<file path="src/pwmcc_pkg.sv">
// constants for the motor pwm carrier counter and buffer update block
// Contract
// - timing 00, cycle nonzero: load at peak only
// - timing 01 loads at bottom, 10 at peak
// - timing 11 loads at peak and bottom
// - 00 half cycle both; sawtooth peak only
// - vector values need mode, enable, triangle carrier
// - select 0 split: bus up, vector down
// - timing 01/10 or select 1: vector value
// - direction bit reads 0 up, 1 down
// - sawtooth carrier: direction bit reads zero
// - live 16-bit counter readable in bits 15-0
// - normal mode advances every system clock
// - extension mode advances every four clocks
// - disabled: hold 0x0001 sawtooth, period triangle
// - triangle doubles step: two or eight clocks
`default_nettype none

package pwmcc_pkg;

    // register byte offsets
    localparam logic [7:0] OFF_CTRL = 8'h00;
    localparam logic [7:0] OFF_PERIOD = 8'h04;
    localparam logic [7:0] OFF_CMP_U = 8'h08;
    localparam logic [7:0] OFF_CMP_V = 8'h0c;
    localparam logic [7:0] OFF_CMP_W = 8'h10;
    localparam logic [7:0] OFF_DIR_STAT = 8'h14;
    localparam logic [7:0] OFF_CNT_VAL = 8'h18;
    localparam logic [7:0] OFF_PRD_WORK = 8'h1c;

    // control register fields
    localparam int CTL_EN = 0;
    localparam int CTL_TRI = 1;
    localparam int CTL_EXT = 2;
    localparam int CTL_INTPRD = 3;
    localparam int CTL_DSYNC = 5;
    localparam int CTL_SRCMODE = 7;
    localparam int CTL_VCMPEN = 8;
    localparam int CTL_PHSEL = 9;
    localparam int CTL_WIDTH = 12;

    // reset values
    localparam logic [11:0] CTRL_RST = 12'h000;
    localparam logic [15:0] PERIOD_RST = 16'h0000;
    localparam logic [15:0] CMP_RST = 16'h0000;

    // counting steps in system clocks
    localparam logic [3:0] STEP_SAW_NORM = 4'h1;
    localparam logic [3:0] STEP_TRI_NORM = 4'h2;
    localparam logic [3:0] STEP_SAW_EXT = 4'h4;
    localparam logic [3:0] STEP_TRI_EXT = 4'h8;

    localparam logic [15:0] PRD_MIN = 16'h0010;
    localparam logic [15:0] CNT_BOTTOM = 16'h0001;
    localparam logic [1:0] INTPRD_HALF = 2'h0;

    typedef enum logic [1:0] {
        UPD_AUTO = 2'b00,
        UPD_BOTTOM = 2'b01,
        UPD_PEAK = 2'b10,
        UPD_BOTH = 2'b11
    } pwmcc_upd_type;

endpackage : pwmcc_pkg

`default_nettype wire

</file>
<file path="src/pwmcc_upd_sel.sv">
// buffer update timing and compare source selection decode
`default_nettype none

module pwmcc_upd_sel (
    // common settings
    input wire logic [1:0] dsyncs,
    input wire logic [1:0] intprd,
    input wire logic tri_mode,
    input wire logic src_mode,
    input wire logic vcmp_en,
    input wire logic [2:0] phase_sel,
    // carrier state
    input wire logic peak,
    input wire logic bottom,
    input wire logic count_down,
    // decisions
    output logic load,
    output logic [2:0] use_ve
);

    logic at_peak;
    logic at_bot;
    logic half;
    logic split;
    logic all_ve;
    logic active;

    always_comb
    begin
        half = (intprd == pwmcc_pkg::INTPRD_HALF);
        case (pwmcc_pkg::pwmcc_upd_type'(dsyncs))
            pwmcc_pkg::UPD_AUTO:
            begin
                at_peak = 1'b1;
                at_bot = half;
            end
            pwmcc_pkg::UPD_BOTTOM:
            begin
                at_peak = 1'b0;
                at_bot = 1'b1;
            end
            pwmcc_pkg::UPD_PEAK:
            begin
                at_peak = 1'b1;
                at_bot = 1'b0;
            end
            pwmcc_pkg::UPD_BOTH:
            begin
                at_peak = 1'b1;
                at_bot = 1'b1;
            end
            default:
            begin
                at_peak = 1'b1;
                at_bot = 1'b0;
            end
        endcase
        // a sawtooth has no real bottom turn: peak only
        if (!tri_mode)
        begin
            at_peak = 1'b1;
            at_bot = 1'b0;
        end
        load = (peak & at_peak) | (bottom & at_bot);
        active = src_mode & vcmp_en & tri_mode;
        split = (dsyncs == pwmcc_pkg::UPD_BOTH)
            | ((dsyncs == pwmcc_pkg::UPD_AUTO) & half);
        all_ve = (dsyncs == pwmcc_pkg::UPD_BOTTOM)
            | (dsyncs == pwmcc_pkg::UPD_PEAK);
        for (int i = 0; i < 3; i++)
        begin
            use_ve[i] = active
                & (all_ve | phase_sel[i] | (split & count_down));
        end
    end

endmodule : pwmcc_upd_sel

`default_nettype wire

</file>
<file path="src/pwmcc_apb.sv">
// apb slave handshake: no wait states, registered read data
`default_nettype none

module pwmcc_apb (
    // clock and reset
    input wire logic mclk,
    input wire logic sys_rst,
    // apb request
    input wire logic psel,
    input wire logic penable,
    input wire logic pwrite,
    // register file side
    input wire logic [31:0] rd_word,
    input wire logic rd_hit,
    output logic wr_stb,
    // apb answer
    output logic [31:0] prdata,
    output logic pready,
    output logic pslverr
);

    typedef struct packed {
        logic pready;
        logic pslverr;
        logic [31:0] prdata;
    } pwmcc_apb_state_type;

    pwmcc_apb_state_type st_r;
    pwmcc_apb_state_type st_nxt;

    always_comb
    begin
        st_nxt = st_r;
        st_nxt.pready = 1'b0;
        st_nxt.pslverr = 1'b0;
        // read data is captured in the setup cycle, so the value seen
        // is the one present at that edge
        if (psel && !penable && !st_r.pready)
        begin
            st_nxt.pready = 1'b1;
            st_nxt.pslverr = !rd_hit;
            st_nxt.prdata = (rd_hit && !pwrite) ? rd_word : 32'h0000_0000;
        end
    end

    always_ff @(posedge mclk)
    begin
        if (sys_rst)
            st_r <= '0;
        else
            st_r <= st_nxt;
    end

    assign wr_stb = psel & penable & pwrite & st_r.pready & !st_r.pslverr;
    assign prdata = st_r.prdata;
    assign pready = st_r.pready;
    assign pslverr = st_r.pslverr;

endmodule : pwmcc_apb

`default_nettype wire

</file>
<file path="src/pwmcc_top.sv">
// pwm carrier counter with double-buffered period and compare stages
//
// The register offsets and the APB slave port were left to the implementer.
`default_nettype none

module pwmcc_top (
    // clock and reset
    input wire logic mclk,
    input wire logic sys_rst,
    // apb slave
    input wire logic psel,
    input wire logic penable,
    input wire logic pwrite,
    input wire logic [7:0] paddr,
    input wire logic [31:0] pwdata,
    output logic [31:0] prdata,
    output logic pready,
    output logic pslverr,
    // vector engine compare values
    input wire logic [15:0] ve_cmp_u,
    input wire logic [15:0] ve_cmp_v,
    input wire logic [15:0] ve_cmp_w,
    // carrier state
    output logic [15:0] carrier_cnt,
    output logic carrier_down,
    output logic peak_pulse,
    output logic bottom_pulse,
    output logic load_pulse,
    // working compare values for the pulse comparators
    output logic [15:0] cmp_u_out,
    output logic [15:0] cmp_v_out,
    output logic [15:0] cmp_w_out
);

    typedef struct packed {
        logic [11:0] ctrl;
        logic [15:0] prd_buf;
        logic [15:0] prd_work;
        logic [2:0][15:0] cmp_buf;
        logic [2:0][15:0] cmp_work;
        logic [2:0][15:0] ve_work;
        logic [2:0][15:0] cmp_out;
        logic [15:0] cnt;
        logic down;
        logic [2:0] pre;
        logic peak;
        logic bottom;
        logic load;
    } pwmcc_state_type;

    pwmcc_state_type st_r;
    pwmcc_state_type st_nxt;

    logic en;
    logic tri_mode;
    logic ext;
    logic [2:0] pre_last;
    logic tick;
    logic [15:0] prd_e;
    logic evt_peak;
    logic evt_bot;
    logic upd_load;
    logic [2:0] use_ve;
    logic wr_stb;
    logic [32:0] rd_res;
    logic [2:0][15:0] ve_in;

    // short periods run as the minimum; the register keeps what was written
    function automatic logic [15:0] eff_period(input logic [15:0] p);
        eff_period = (p < pwmcc_pkg::PRD_MIN) ? pwmcc_pkg::PRD_MIN : p;
    endfunction : eff_period

    function automatic logic [2:0] step_last(input logic [3:0] step);
        step_last = 3'(step - 4'h1);
    endfunction : step_last

    // returns {hit, data}
    function automatic logic [32:0] reg_read(
        input logic [7:0] a,
        input pwmcc_state_type s
    );
        logic tri_s;
        tri_s = s.ctrl[pwmcc_pkg::CTL_TRI];
        case (a)
            pwmcc_pkg::OFF_CTRL:
                reg_read = {1'b1, 20'h00000, s.ctrl};
            pwmcc_pkg::OFF_PERIOD:
                reg_read = {1'b1, 16'h0000, s.prd_buf};
            pwmcc_pkg::OFF_CMP_U:
                reg_read = {1'b1, 16'h0000, s.cmp_buf[0]};
            pwmcc_pkg::OFF_CMP_V:
                reg_read = {1'b1, 16'h0000, s.cmp_buf[1]};
            pwmcc_pkg::OFF_CMP_W:
                reg_read = {1'b1, 16'h0000, s.cmp_buf[2]};
            pwmcc_pkg::OFF_DIR_STAT:
                reg_read = {1'b1, 31'h0000_0000, s.down & tri_s};
            pwmcc_pkg::OFF_CNT_VAL:
                reg_read = {1'b1, 16'h0000, s.cnt};
            pwmcc_pkg::OFF_PRD_WORK:
                reg_read = {1'b1, 16'h0000, s.prd_work};
            default:
                reg_read = {1'b0, 32'h0000_0000};
        endcase
    endfunction : reg_read

    assign en = st_r.ctrl[pwmcc_pkg::CTL_EN];
    assign tri_mode = st_r.ctrl[pwmcc_pkg::CTL_TRI];
    assign ext = st_r.ctrl[pwmcc_pkg::CTL_EXT];
    assign ve_in[0] = ve_cmp_u;
    assign ve_in[1] = ve_cmp_v;
    assign ve_in[2] = ve_cmp_w;

    // step length in clocks
    always_comb
    begin
        case ({tri_mode, ext})
            2'b00: pre_last = step_last(pwmcc_pkg::STEP_SAW_NORM);
            2'b01: pre_last = step_last(pwmcc_pkg::STEP_SAW_EXT);
            2'b10: pre_last = step_last(pwmcc_pkg::STEP_TRI_NORM);
            2'b11: pre_last = step_last(pwmcc_pkg::STEP_TRI_EXT);
            default: pre_last = 3'h0;
        endcase
    end

    assign tick = en & (st_r.pre >= pre_last);
    assign prd_e = eff_period(st_r.prd_work);
    assign evt_peak = tick & (st_r.cnt >= prd_e) & (!tri_mode | !st_r.down);
    assign evt_bot = tick & tri_mode & st_r.down
        & (st_r.cnt <= pwmcc_pkg::CNT_BOTTOM);
    assign rd_res = reg_read(paddr, st_r);

    pwmcc_upd_sel u_upd_sel (
        .dsyncs(st_r.ctrl[pwmcc_pkg::CTL_DSYNC +: 2]),
        .intprd(st_r.ctrl[pwmcc_pkg::CTL_INTPRD +: 2]),
        .tri_mode(tri_mode),
        .src_mode(st_r.ctrl[pwmcc_pkg::CTL_SRCMODE]),
        .vcmp_en(st_r.ctrl[pwmcc_pkg::CTL_VCMPEN]),
        .phase_sel(st_r.ctrl[pwmcc_pkg::CTL_PHSEL +: 3]),
        .peak(evt_peak),
        .bottom(evt_bot),
        .count_down(st_r.down),
        .load(upd_load),
        .use_ve(use_ve)
    );

    pwmcc_apb u_apb (
        .mclk(mclk),
        .sys_rst(sys_rst),
        .psel(psel),
        .penable(penable),
        .pwrite(pwrite),
        .rd_word(rd_res[31:0]),
        .rd_hit(rd_res[32]),
        .wr_stb(wr_stb),
        .prdata(prdata),
        .pready(pready),
        .pslverr(pslverr)
    );

    always_comb
    begin
        st_nxt = st_r;
        st_nxt.peak = evt_peak;
        st_nxt.bottom = evt_bot;
        st_nxt.load = en & upd_load;
        if (wr_stb)
        begin
            case (paddr)
                pwmcc_pkg::OFF_CTRL:
                    st_nxt.ctrl = pwdata[pwmcc_pkg::CTL_WIDTH-1:0];
                pwmcc_pkg::OFF_PERIOD:
                    st_nxt.prd_buf = pwdata[15:0];
                pwmcc_pkg::OFF_CMP_U:
                    st_nxt.cmp_buf[0] = pwdata[15:0];
                pwmcc_pkg::OFF_CMP_V:
                    st_nxt.cmp_buf[1] = pwdata[15:0];
                pwmcc_pkg::OFF_CMP_W:
                    st_nxt.cmp_buf[2] = pwdata[15:0];
                default:
                    st_nxt.ctrl = st_r.ctrl;
            endcase
        end
        if (!en)
        begin
            // idle: working stages follow the buffers so enabling starts
            // from the programmed values
            st_nxt.pre = 3'h0;
            st_nxt.down = 1'b0;
            st_nxt.cnt = tri_mode ? st_r.prd_buf : pwmcc_pkg::CNT_BOTTOM;
            st_nxt.prd_work = st_r.prd_buf;
            st_nxt.cmp_work = st_r.cmp_buf;
            st_nxt.ve_work = ve_in;
        end
        else
        begin
            st_nxt.pre = tick ? 3'h0 : 3'(st_r.pre + 3'h1);
            if (tick)
            begin
                if (!tri_mode)
                begin
                    // up only, wrap after the period
                    st_nxt.cnt = evt_peak ? pwmcc_pkg::CNT_BOTTOM
                        : 16'(st_r.cnt + 16'h0001);
                end
                else if (evt_peak)
                begin
                    st_nxt.down = 1'b1;
                    st_nxt.cnt = 16'(st_r.cnt - 16'h0001);
                end
                else if (evt_bot)
                begin
                    st_nxt.down = 1'b0;
                    st_nxt.cnt = 16'(st_r.cnt + 16'h0001);
                end
                else if (st_r.down)
                    st_nxt.cnt = 16'(st_r.cnt - 16'h0001);
                else
                    st_nxt.cnt = 16'(st_r.cnt + 16'h0001);
            end
            if (upd_load)
            begin
                st_nxt.prd_work = st_r.prd_buf;
                st_nxt.cmp_work = st_r.cmp_buf;
                st_nxt.ve_work = ve_in;
            end
        end
        if (!tri_mode)
            st_nxt.down = 1'b0;
        for (int i = 0; i < 3; i++)
        begin
            st_nxt.cmp_out[i] = use_ve[i] ? st_r.ve_work[i]
                : st_r.cmp_work[i];
        end
    end

    always_ff @(posedge mclk)
    begin
        if (sys_rst)
        begin
            st_r <= '0;
            st_r.ctrl <= pwmcc_pkg::CTRL_RST;
            st_r.prd_buf <= pwmcc_pkg::PERIOD_RST;
            st_r.cmp_buf <= {3{pwmcc_pkg::CMP_RST}};
        end
        else
            st_r <= st_nxt;
    end

    assign carrier_cnt = st_r.cnt;
    assign carrier_down = st_r.down;
    assign peak_pulse = st_r.peak;
    assign bottom_pulse = st_r.bottom;
    assign load_pulse = st_r.load;
    assign cmp_u_out = st_r.cmp_out[0];
    assign cmp_v_out = st_r.cmp_out[1];
    assign cmp_w_out = st_r.cmp_out[2];
endmodule : pwmcc_top

`default_nettype wire

</file>
<file path="config.mk">
export PLATFORM = sky130hd
export DESIGN_NAME = pwmcc_top
export DESIGN_NICKNAME = d
export VERILOG_FILES = /design/src/pwmcc_pkg.sv /design/src/pwmcc_upd_sel.sv /design/src/pwmcc_apb.sv /design/src/pwmcc_top.sv
export SDC_FILE = /design/constraint.sdc
export NUM_CORES = 1
export LEC_CHECK = 0
export BUFFER_PORTS_ARGS = -buffer_cell sky130_fd_sc_hd__buf_4
export CAP_MARGIN = 20
export CORE_MARGIN = 2
export CORE_UTILIZATION = 40
export DETAILED_ROUTE_END_ITERATION = 7
export HOLD_SLACK_MARGIN = 0.05
export PLACE_DENSITY = 0.69
export SYNTH_ARGS = -nofsm -noshare
export SYNTH_HDL_FRONTEND = slang
export SYNTH_HIERARCHICAL = 1
export SYNTH_SLANG_ARGS = --single-unit
</file>
<file path="constraint.sdc">
create_clock -name mclk -period 9.9 [get_ports mclk]
set_clock_uncertainty 0.15 [all_clocks]
set_input_delay 1.98 -clock mclk [delete_from_list [all_inputs] [get_ports mclk]]
set_output_delay 1.98 -clock mclk [all_outputs]
set_load 0.01 [all_outputs]
</file>
* Yosys cells after proc, flatten, opt, wreduce, memory -nomap -nowiden
Index checks and enable logic that the tools add are counted.
** Cells by class
- Bitwise operators :: 34
- Equal/unequal tests :: 15
- Reduce and logical (&&, ||, !) cells :: 26
- Mux-type cells :: 27
- Magnitude comparators :: 4
- $add $sub $neg :: 3
** Operator list (number)
- 33-bit case mux with 8 select lines :: 1
- 96-bit two-way mux :: 2
- 16-bit two-way mux :: 11
- 17-bit two-way mux :: 2
- 34-bit two-way mux :: 1
- 8-bit by 5-bit equality test with 1-bit output (second input constant) :: 4
- 32-bit two-way mux :: 1
- 1-bit bitwise AND :: 21
- 20-bit two-way mux :: 1
- 16-bit by 1-bit adder with 16-bit output (second input constant) :: 1
- 8-bit by 4-bit equality test with 1-bit output (second input constant) :: 2
- 16-bit greater-or-equal comparator :: 1
- 16-bit by 1-bit <= comparator with 1-bit output (second input constant) :: 1
- 16-bit by 5-bit less-than comparator with 1-bit output (second input constant) :: 1
- 16-bit by 1-bit subtractor with 16-bit output (second input constant) :: 1
- 3-bit case mux with 4 select lines :: 1
- 1-bit bitwise OR :: 10
- 2-bit AND reduction :: 5
- 3-bit OR reduction :: 3
- 2-bit equality test (second input constant) :: 4
- 8-bit by 3-bit equality test with 1-bit output (second input constant) :: 1
- 8-bit logical NOT :: 1
- 1-bit logical NOT :: 7
- 2-bit logical NOT :: 3
- other kinds (13) :: 23
** Storage, ports and cells
- Register bits :: 293
- Input bits :: 93
- Word-level logic and storage cells :: 133

* Depth between registers and ports, before layout
- Word-level depth :: 12
- Gate-level depth with buffers :: 17
- Gate-level depth less buffers :: 15

* By module
The synthesis kept the hierarchy.
** Modules (own cells, without submodules)
- pwmcc_top :: times used 1, area each 11898.9 um^2, cells each 1508
- pwmcc_apb :: times used 1, area each 1707.9 um^2, cells each 152
- pwmcc_upd_sel :: times used 1, area each 142.6 um^2, cells each 20

* Worst setup path before layout
No wires, ideal clock.
- Path type :: input port to flip-flop
- Start point :: input port paddr[1]
- End point :: register u_apb.st_r (netlist bit u_apb/prdata[10])
- Arrival :: 4.204 ns
- Slack :: 5.474 ns
- Stages on the path :: 8
- Buffers on the path :: 1
- Path through :: or4_1 -> or3_1 -> nor3b_1 -> clkbuf_1 -> nand2_1 -> o221ai_1 -> or4bb_1 -> mux2i_1
** Between the ends
- Elaborated cells on any way between the ends :: 11
- Those cells by class :: eq/ne: 7; mux: 2; reduce/logical: 2
** RTL lines
- from (decl) :: RTL line pwmcc_top.sv:14 : input wire logic [7:0] paddr,
- 8-bit by 5-bit equality test with 1-bit output (tied with other cells) :: RTL line pwmcc_top.sv:84 : case (a)
- 33-bit case mux with 8 select lines * :: RTL line pwmcc_top.sv:84
- named net rd_res[10] :: RTL line pwmcc_top.sv:65 : logic [32:0] rd_res;
- 32-bit two-way mux * :: RTL line pwmcc_apb.sv:42 : st_nxt.prdata = (rd_hit && !pwrite) ? rd_word : 32'h0000_0000;
- to (signal assigned) :: RTL line pwmcc_apb.sv:51 : st_r <= st_nxt;
- to (decl) :: RTL line pwmcc_apb.sv:28 : pwmcc_apb_state_type st_r;
The timed path passes the listed nets; every way through them passes the cells marked *.
A chain may end at the register's enable or synchronous reset.

* Worst setup path in the final report
- Start point :: register st_r[222] (netlist name)
- End point :: register st_r[91] (netlist name)
** Between the ends
- Cells in the longest elaborated chain, start to end :: 8
** Ends and longest elaborated chain
- from (decl) :: RTL line pwmcc_top.sv:51 : pwmcc_state_type st_r;
- from (signal assigned) :: RTL line pwmcc_top.sv:246 : st_r <= st_nxt;
- 16-bit by 5-bit less-than comparator with 1-bit output :: RTL line pwmcc_top.sv:70 : eff_period = (p < pwmcc_pkg::PRD_MIN) ? pwmcc_pkg::PRD_MIN : p;
- 16-bit two-way mux * :: RTL line pwmcc_top.sv:70
- 16-bit greater-or-equal comparator * :: RTL line pwmcc_top.sv:127 : assign evt_peak = tick & (st_r.cnt >= prd_e) & (!tri_mode | !st_r.down);
- 1-bit bitwise AND * (2 in a row) :: RTL line pwmcc_top.sv:127
- named net evt_peak :: RTL line pwmcc_top.sv:60 : logic evt_peak;
- 1-bit bitwise AND * :: RTL line pwmcc_upd_sel.sv:64 : load = (peak & at_peak) | (bottom & at_bot);
- 1-bit bitwise OR * :: RTL line pwmcc_upd_sel.sv:64
- named net upd_load :: RTL line pwmcc_top.sv:62 : logic upd_load;
- 2-bit by 1-bit inequality test with 1-bit output (no source line) *
Marked as above.

==> results.json <==
{
  "path_cells": "nor4_1 -> nand3_1 -> and2_1 -> ha_1 -> nand2b_1 -> a2111o_1 -> a211oi_1 -> o21bai_1 -> nand2_1 -> nor2_1 -> a21boi_0 -> a41o_1 -> nor2_4 -> buf_4 -> nand2_1 -> a21oi_1",
  "hold_viol": 0,
  "maxSlewViolCount": 0,
  "crit_arrival_ps": 5880,
  "fmax_ghz": 0.179,
  "dr.pass1.iters": 6,
  "path_class": "reg -> reg",
  "die_area_sq_um": 35900,
  "end_kind": "flip-flop",
  "htree_levels": 2,
  "ir_drop_uv": 108,
  "min_period_ps": 5600,
  "top_layer": "met4",
  "dr_wl_met2_um": 18600,
  "cts_buffer_depth": 3,
  "required_ps": 10180,
  "rsz0062_at_grt": "no",
  "final_nets": 1854,
  "holdCritStartpoint": "st_r[153]",
  "finalSetupTns_ps": 0,
  "status": "finished, final reports clean",
  "switching_power_mw": 0.558,
  "worstMarginPinSlew_ps": 1050,
  "synth.avg_cell_area_sq_um": 8.18,
  "portBuffers": 178,
  "cts_buffers": 34,
  "routed_wl_um": 42100,
  "antenna_found_initial": 1,
  "cts_tree": "yes",
  "synthFlopType": "dfxtp_1",
  "p_leak_nw": 5.99,
  "swShare": 0.222,
  "cts_resized": 0,
  "slew_headroom": 0.299,
  "synth.distinct_cells": 71,
  "rows": 67,
  "cts_root_buffer": "clkbuf_16",
  "startpoint": "st_r[222]",
  "cp_max_fo": 76,
  "critPathMaxStageDelay_ps": 750,
  "fin_crit_sh": 0.566,
  "gp_congestion": 0.953,
  "wl_per_cell_um": 19.1,
  "clkPwrFrac": 0.483,
  "fillCellCount": 3331,
  "r2r_slack_ps": 4300,
  "ys_seq_area_frac": 0.427,
  "wl_met3_um": 3390,
  "grt_pass1_wl_um": 64300,
  "critPathBufInv": 1,
  "grt_max_degree": 169,
  "routed_via_density": 5.44,
  "p_seq_frac": 0.476,
  "p_int_mw": 1.96,
  "wl_met1_um": 18800,
  "start_util": 0.408,
  "dp_hpwl_um": 28900,
  "die_width_um": 189,
  "maxCapViolCount": 0,
  "postRouteAntennaNets": 0,
  "grtUsageTotal": 0.228,
  "p_per_area_nw_per_um2": 158,
  "power_mw": 2.51,
  "cts_sinks": 293,
  "synth_cells": 1680,
  "mappedNetlistArea_sq_um": 13700,
  "insertion_delay_ps": 520,
  "core_region_area_sq_um": 33700,
  "area_growth_pct": 16.0,
  "hold_ws_ps": 298,
  "clk_pin_slew_worst_paths_ps": 60,
  "cts_setup_buffers": 0,
  "synth_edf_count": 0,
  "async_flop_share": 0,
  "yosysWarnings": 6,
  "hold_class": "reg -> reg",
  "drive_above_1_share": 0.158,
  "critPathTopFamily": "simple AND/OR/NAND/NOR gates",
  "final-setup-viol-count": 0,
  "grt_pass1_vias": 11000,
  "dp.cells": 2145,
  "cpMaxStageDelayCell": "buf_4",
  "drtIter0Drc": 1044,
  "ys_ff_latch": 293,
  "drcViolationCount": 0,
  "vias": 12000,
  "comb_power_share": 0.041,
  "grt.overflow.total": 0,
  "r2r-start": "st_r[222]",
  "final_cells": 2205,
  "die_h_um": 189,
  "io_pins": 195,
  "ctsHoldBuffers": 0,
  "cp_common_cell": "nand2_1",
  "crit_path_start_kind": "flip-flop"
}
-- stage by stage --
stage | setup WS (ps) | cell area [sq um] | utilization
detailed placement | 4440 | 14900 | 0.441
finish | 4300 | 16000 | 0.473
global route | 4040 | 16000 | 0.473
global placement | 4520 | 14800 | 0.440
CTS | 4440 | 15900 | 0.473
floorplan | 5470 | 13800 | -
-- power by group through the flow --
stage / Combinational [mW] / Sequential (mW) / Clock [mW]
6_report: 0.102 / 1.20 / 1.22
5_1_grt: 0.110 / 1.20 / 1.29
4_1_cts: 0.101 / 1.20 / 1.24
3_5_place_dp: 0.101 / 1.22 / 0
3_3_place_gp: 0.0994 / 1.22 / 0
2_1_floorplan: 0.0577 / 1.22 / 0
-- area by class of cell --
type / instances / area [sq um] / area share
diodes: 1 / 2.50 / 0.000157
clock buffers: 45 / 943 / 0.0591
clock inverters: 12 / 138 / 0.00863
inverters: 28 / 110 / 0.00690
multi-input cells: 1186 / 6860 / 0.430
flip-flops and latches: 293 / 5870 / 0.368
well taps: 448 / 561 / 0.0351
repair buffers: 192 / 1470 / 0.0922
-- synthesized netlist by cell type, types with 15 or more instances --
master	count	area (sq um)
nand2_1	413	1550
mux2i_1	97	971
clkbuf_1	104	390
nor3_1	19	95.1
or4bb_1	18	203
nor2_1	91	342
buf_4	64	480
mux2_2	15	169
nand3_1	16	80.1
o221ai_1	16	140
a22oi_1	24	180
inv_1	27	101
a21oi_1	225	1130
ha_1	26	325
o21ai_0	16	80.1
nand2b_1	37	231
dfxtp_1	293	5870
-- flip-flops by register name (all words and copies together) (netlist names), 16 cells and up --
signal        cells
cmp_u_out        16
carrier_cnt      16
u_apb/prdata     32
cmp_v_out        16
st_r            189
cmp_w_out        16
-- cell families (layout without fill, tap and decap cells) --
kind of cell,after synthesis,count (layout),share of synthesized area
adders and majority gates,26,26,0.0237
other,1,17,0.000273
DFF,293,293,0.427
xor gates and xnor gates,20,20,0.0127
buffers and inverters,216,277,0.0819
muxes,112,112,0.0829
and+or+nand+nor,668,668,0.224
AOI/OAI and AO/OA,344,344,0.148
-- routing by layer --
| layer | GRT usage | up-vias |
|---|---|---|
| li1 | - | 5766 |
| met1 | 0.322 | 5676 |
| met2 | 0.354 | 483 |
| met3 | 0.0399 | 79 |
| met4 | 0.0748 | 0 |
| met5 | 0 | - |
-- final timing paths --
| kind | endpoint | cells past startpoint |
|---|---|---|
| hold / removal | st_r[153] | 2 |
| setup reg to reg | st_r[91] | 16 |
| setup / recovery | st_r[91] | 16 |
| hold reg to reg | st_r[153] | 2 |
-- layout by cell type (no fill, tap or decap), types with 18 or more instances in the layout --
master / count
a21oi_1: 225
a22oi_1: 24
buf_4: 189
clkbuf_16: 35
dfxtp_1: 293
ha_1: 26
inv_1: 27
mux2i_1: 97
nand2_1: 413
nand2b_1: 36
nor2_1: 89
nor3_1: 19
or4bb_1: 18
-- worst min-delay path, delay by kind of cell (launching register included) --
| kind | cells | cell delay, ps |
|---|---|---|
| flip-flops | 1 | 300 |
| AO/OA/AOI/OAI | 1 | 50 |
| AND/OR/NAND/NOR | 1 | 50 |
No activity file was read; power rests on OpenSTA's default activity.
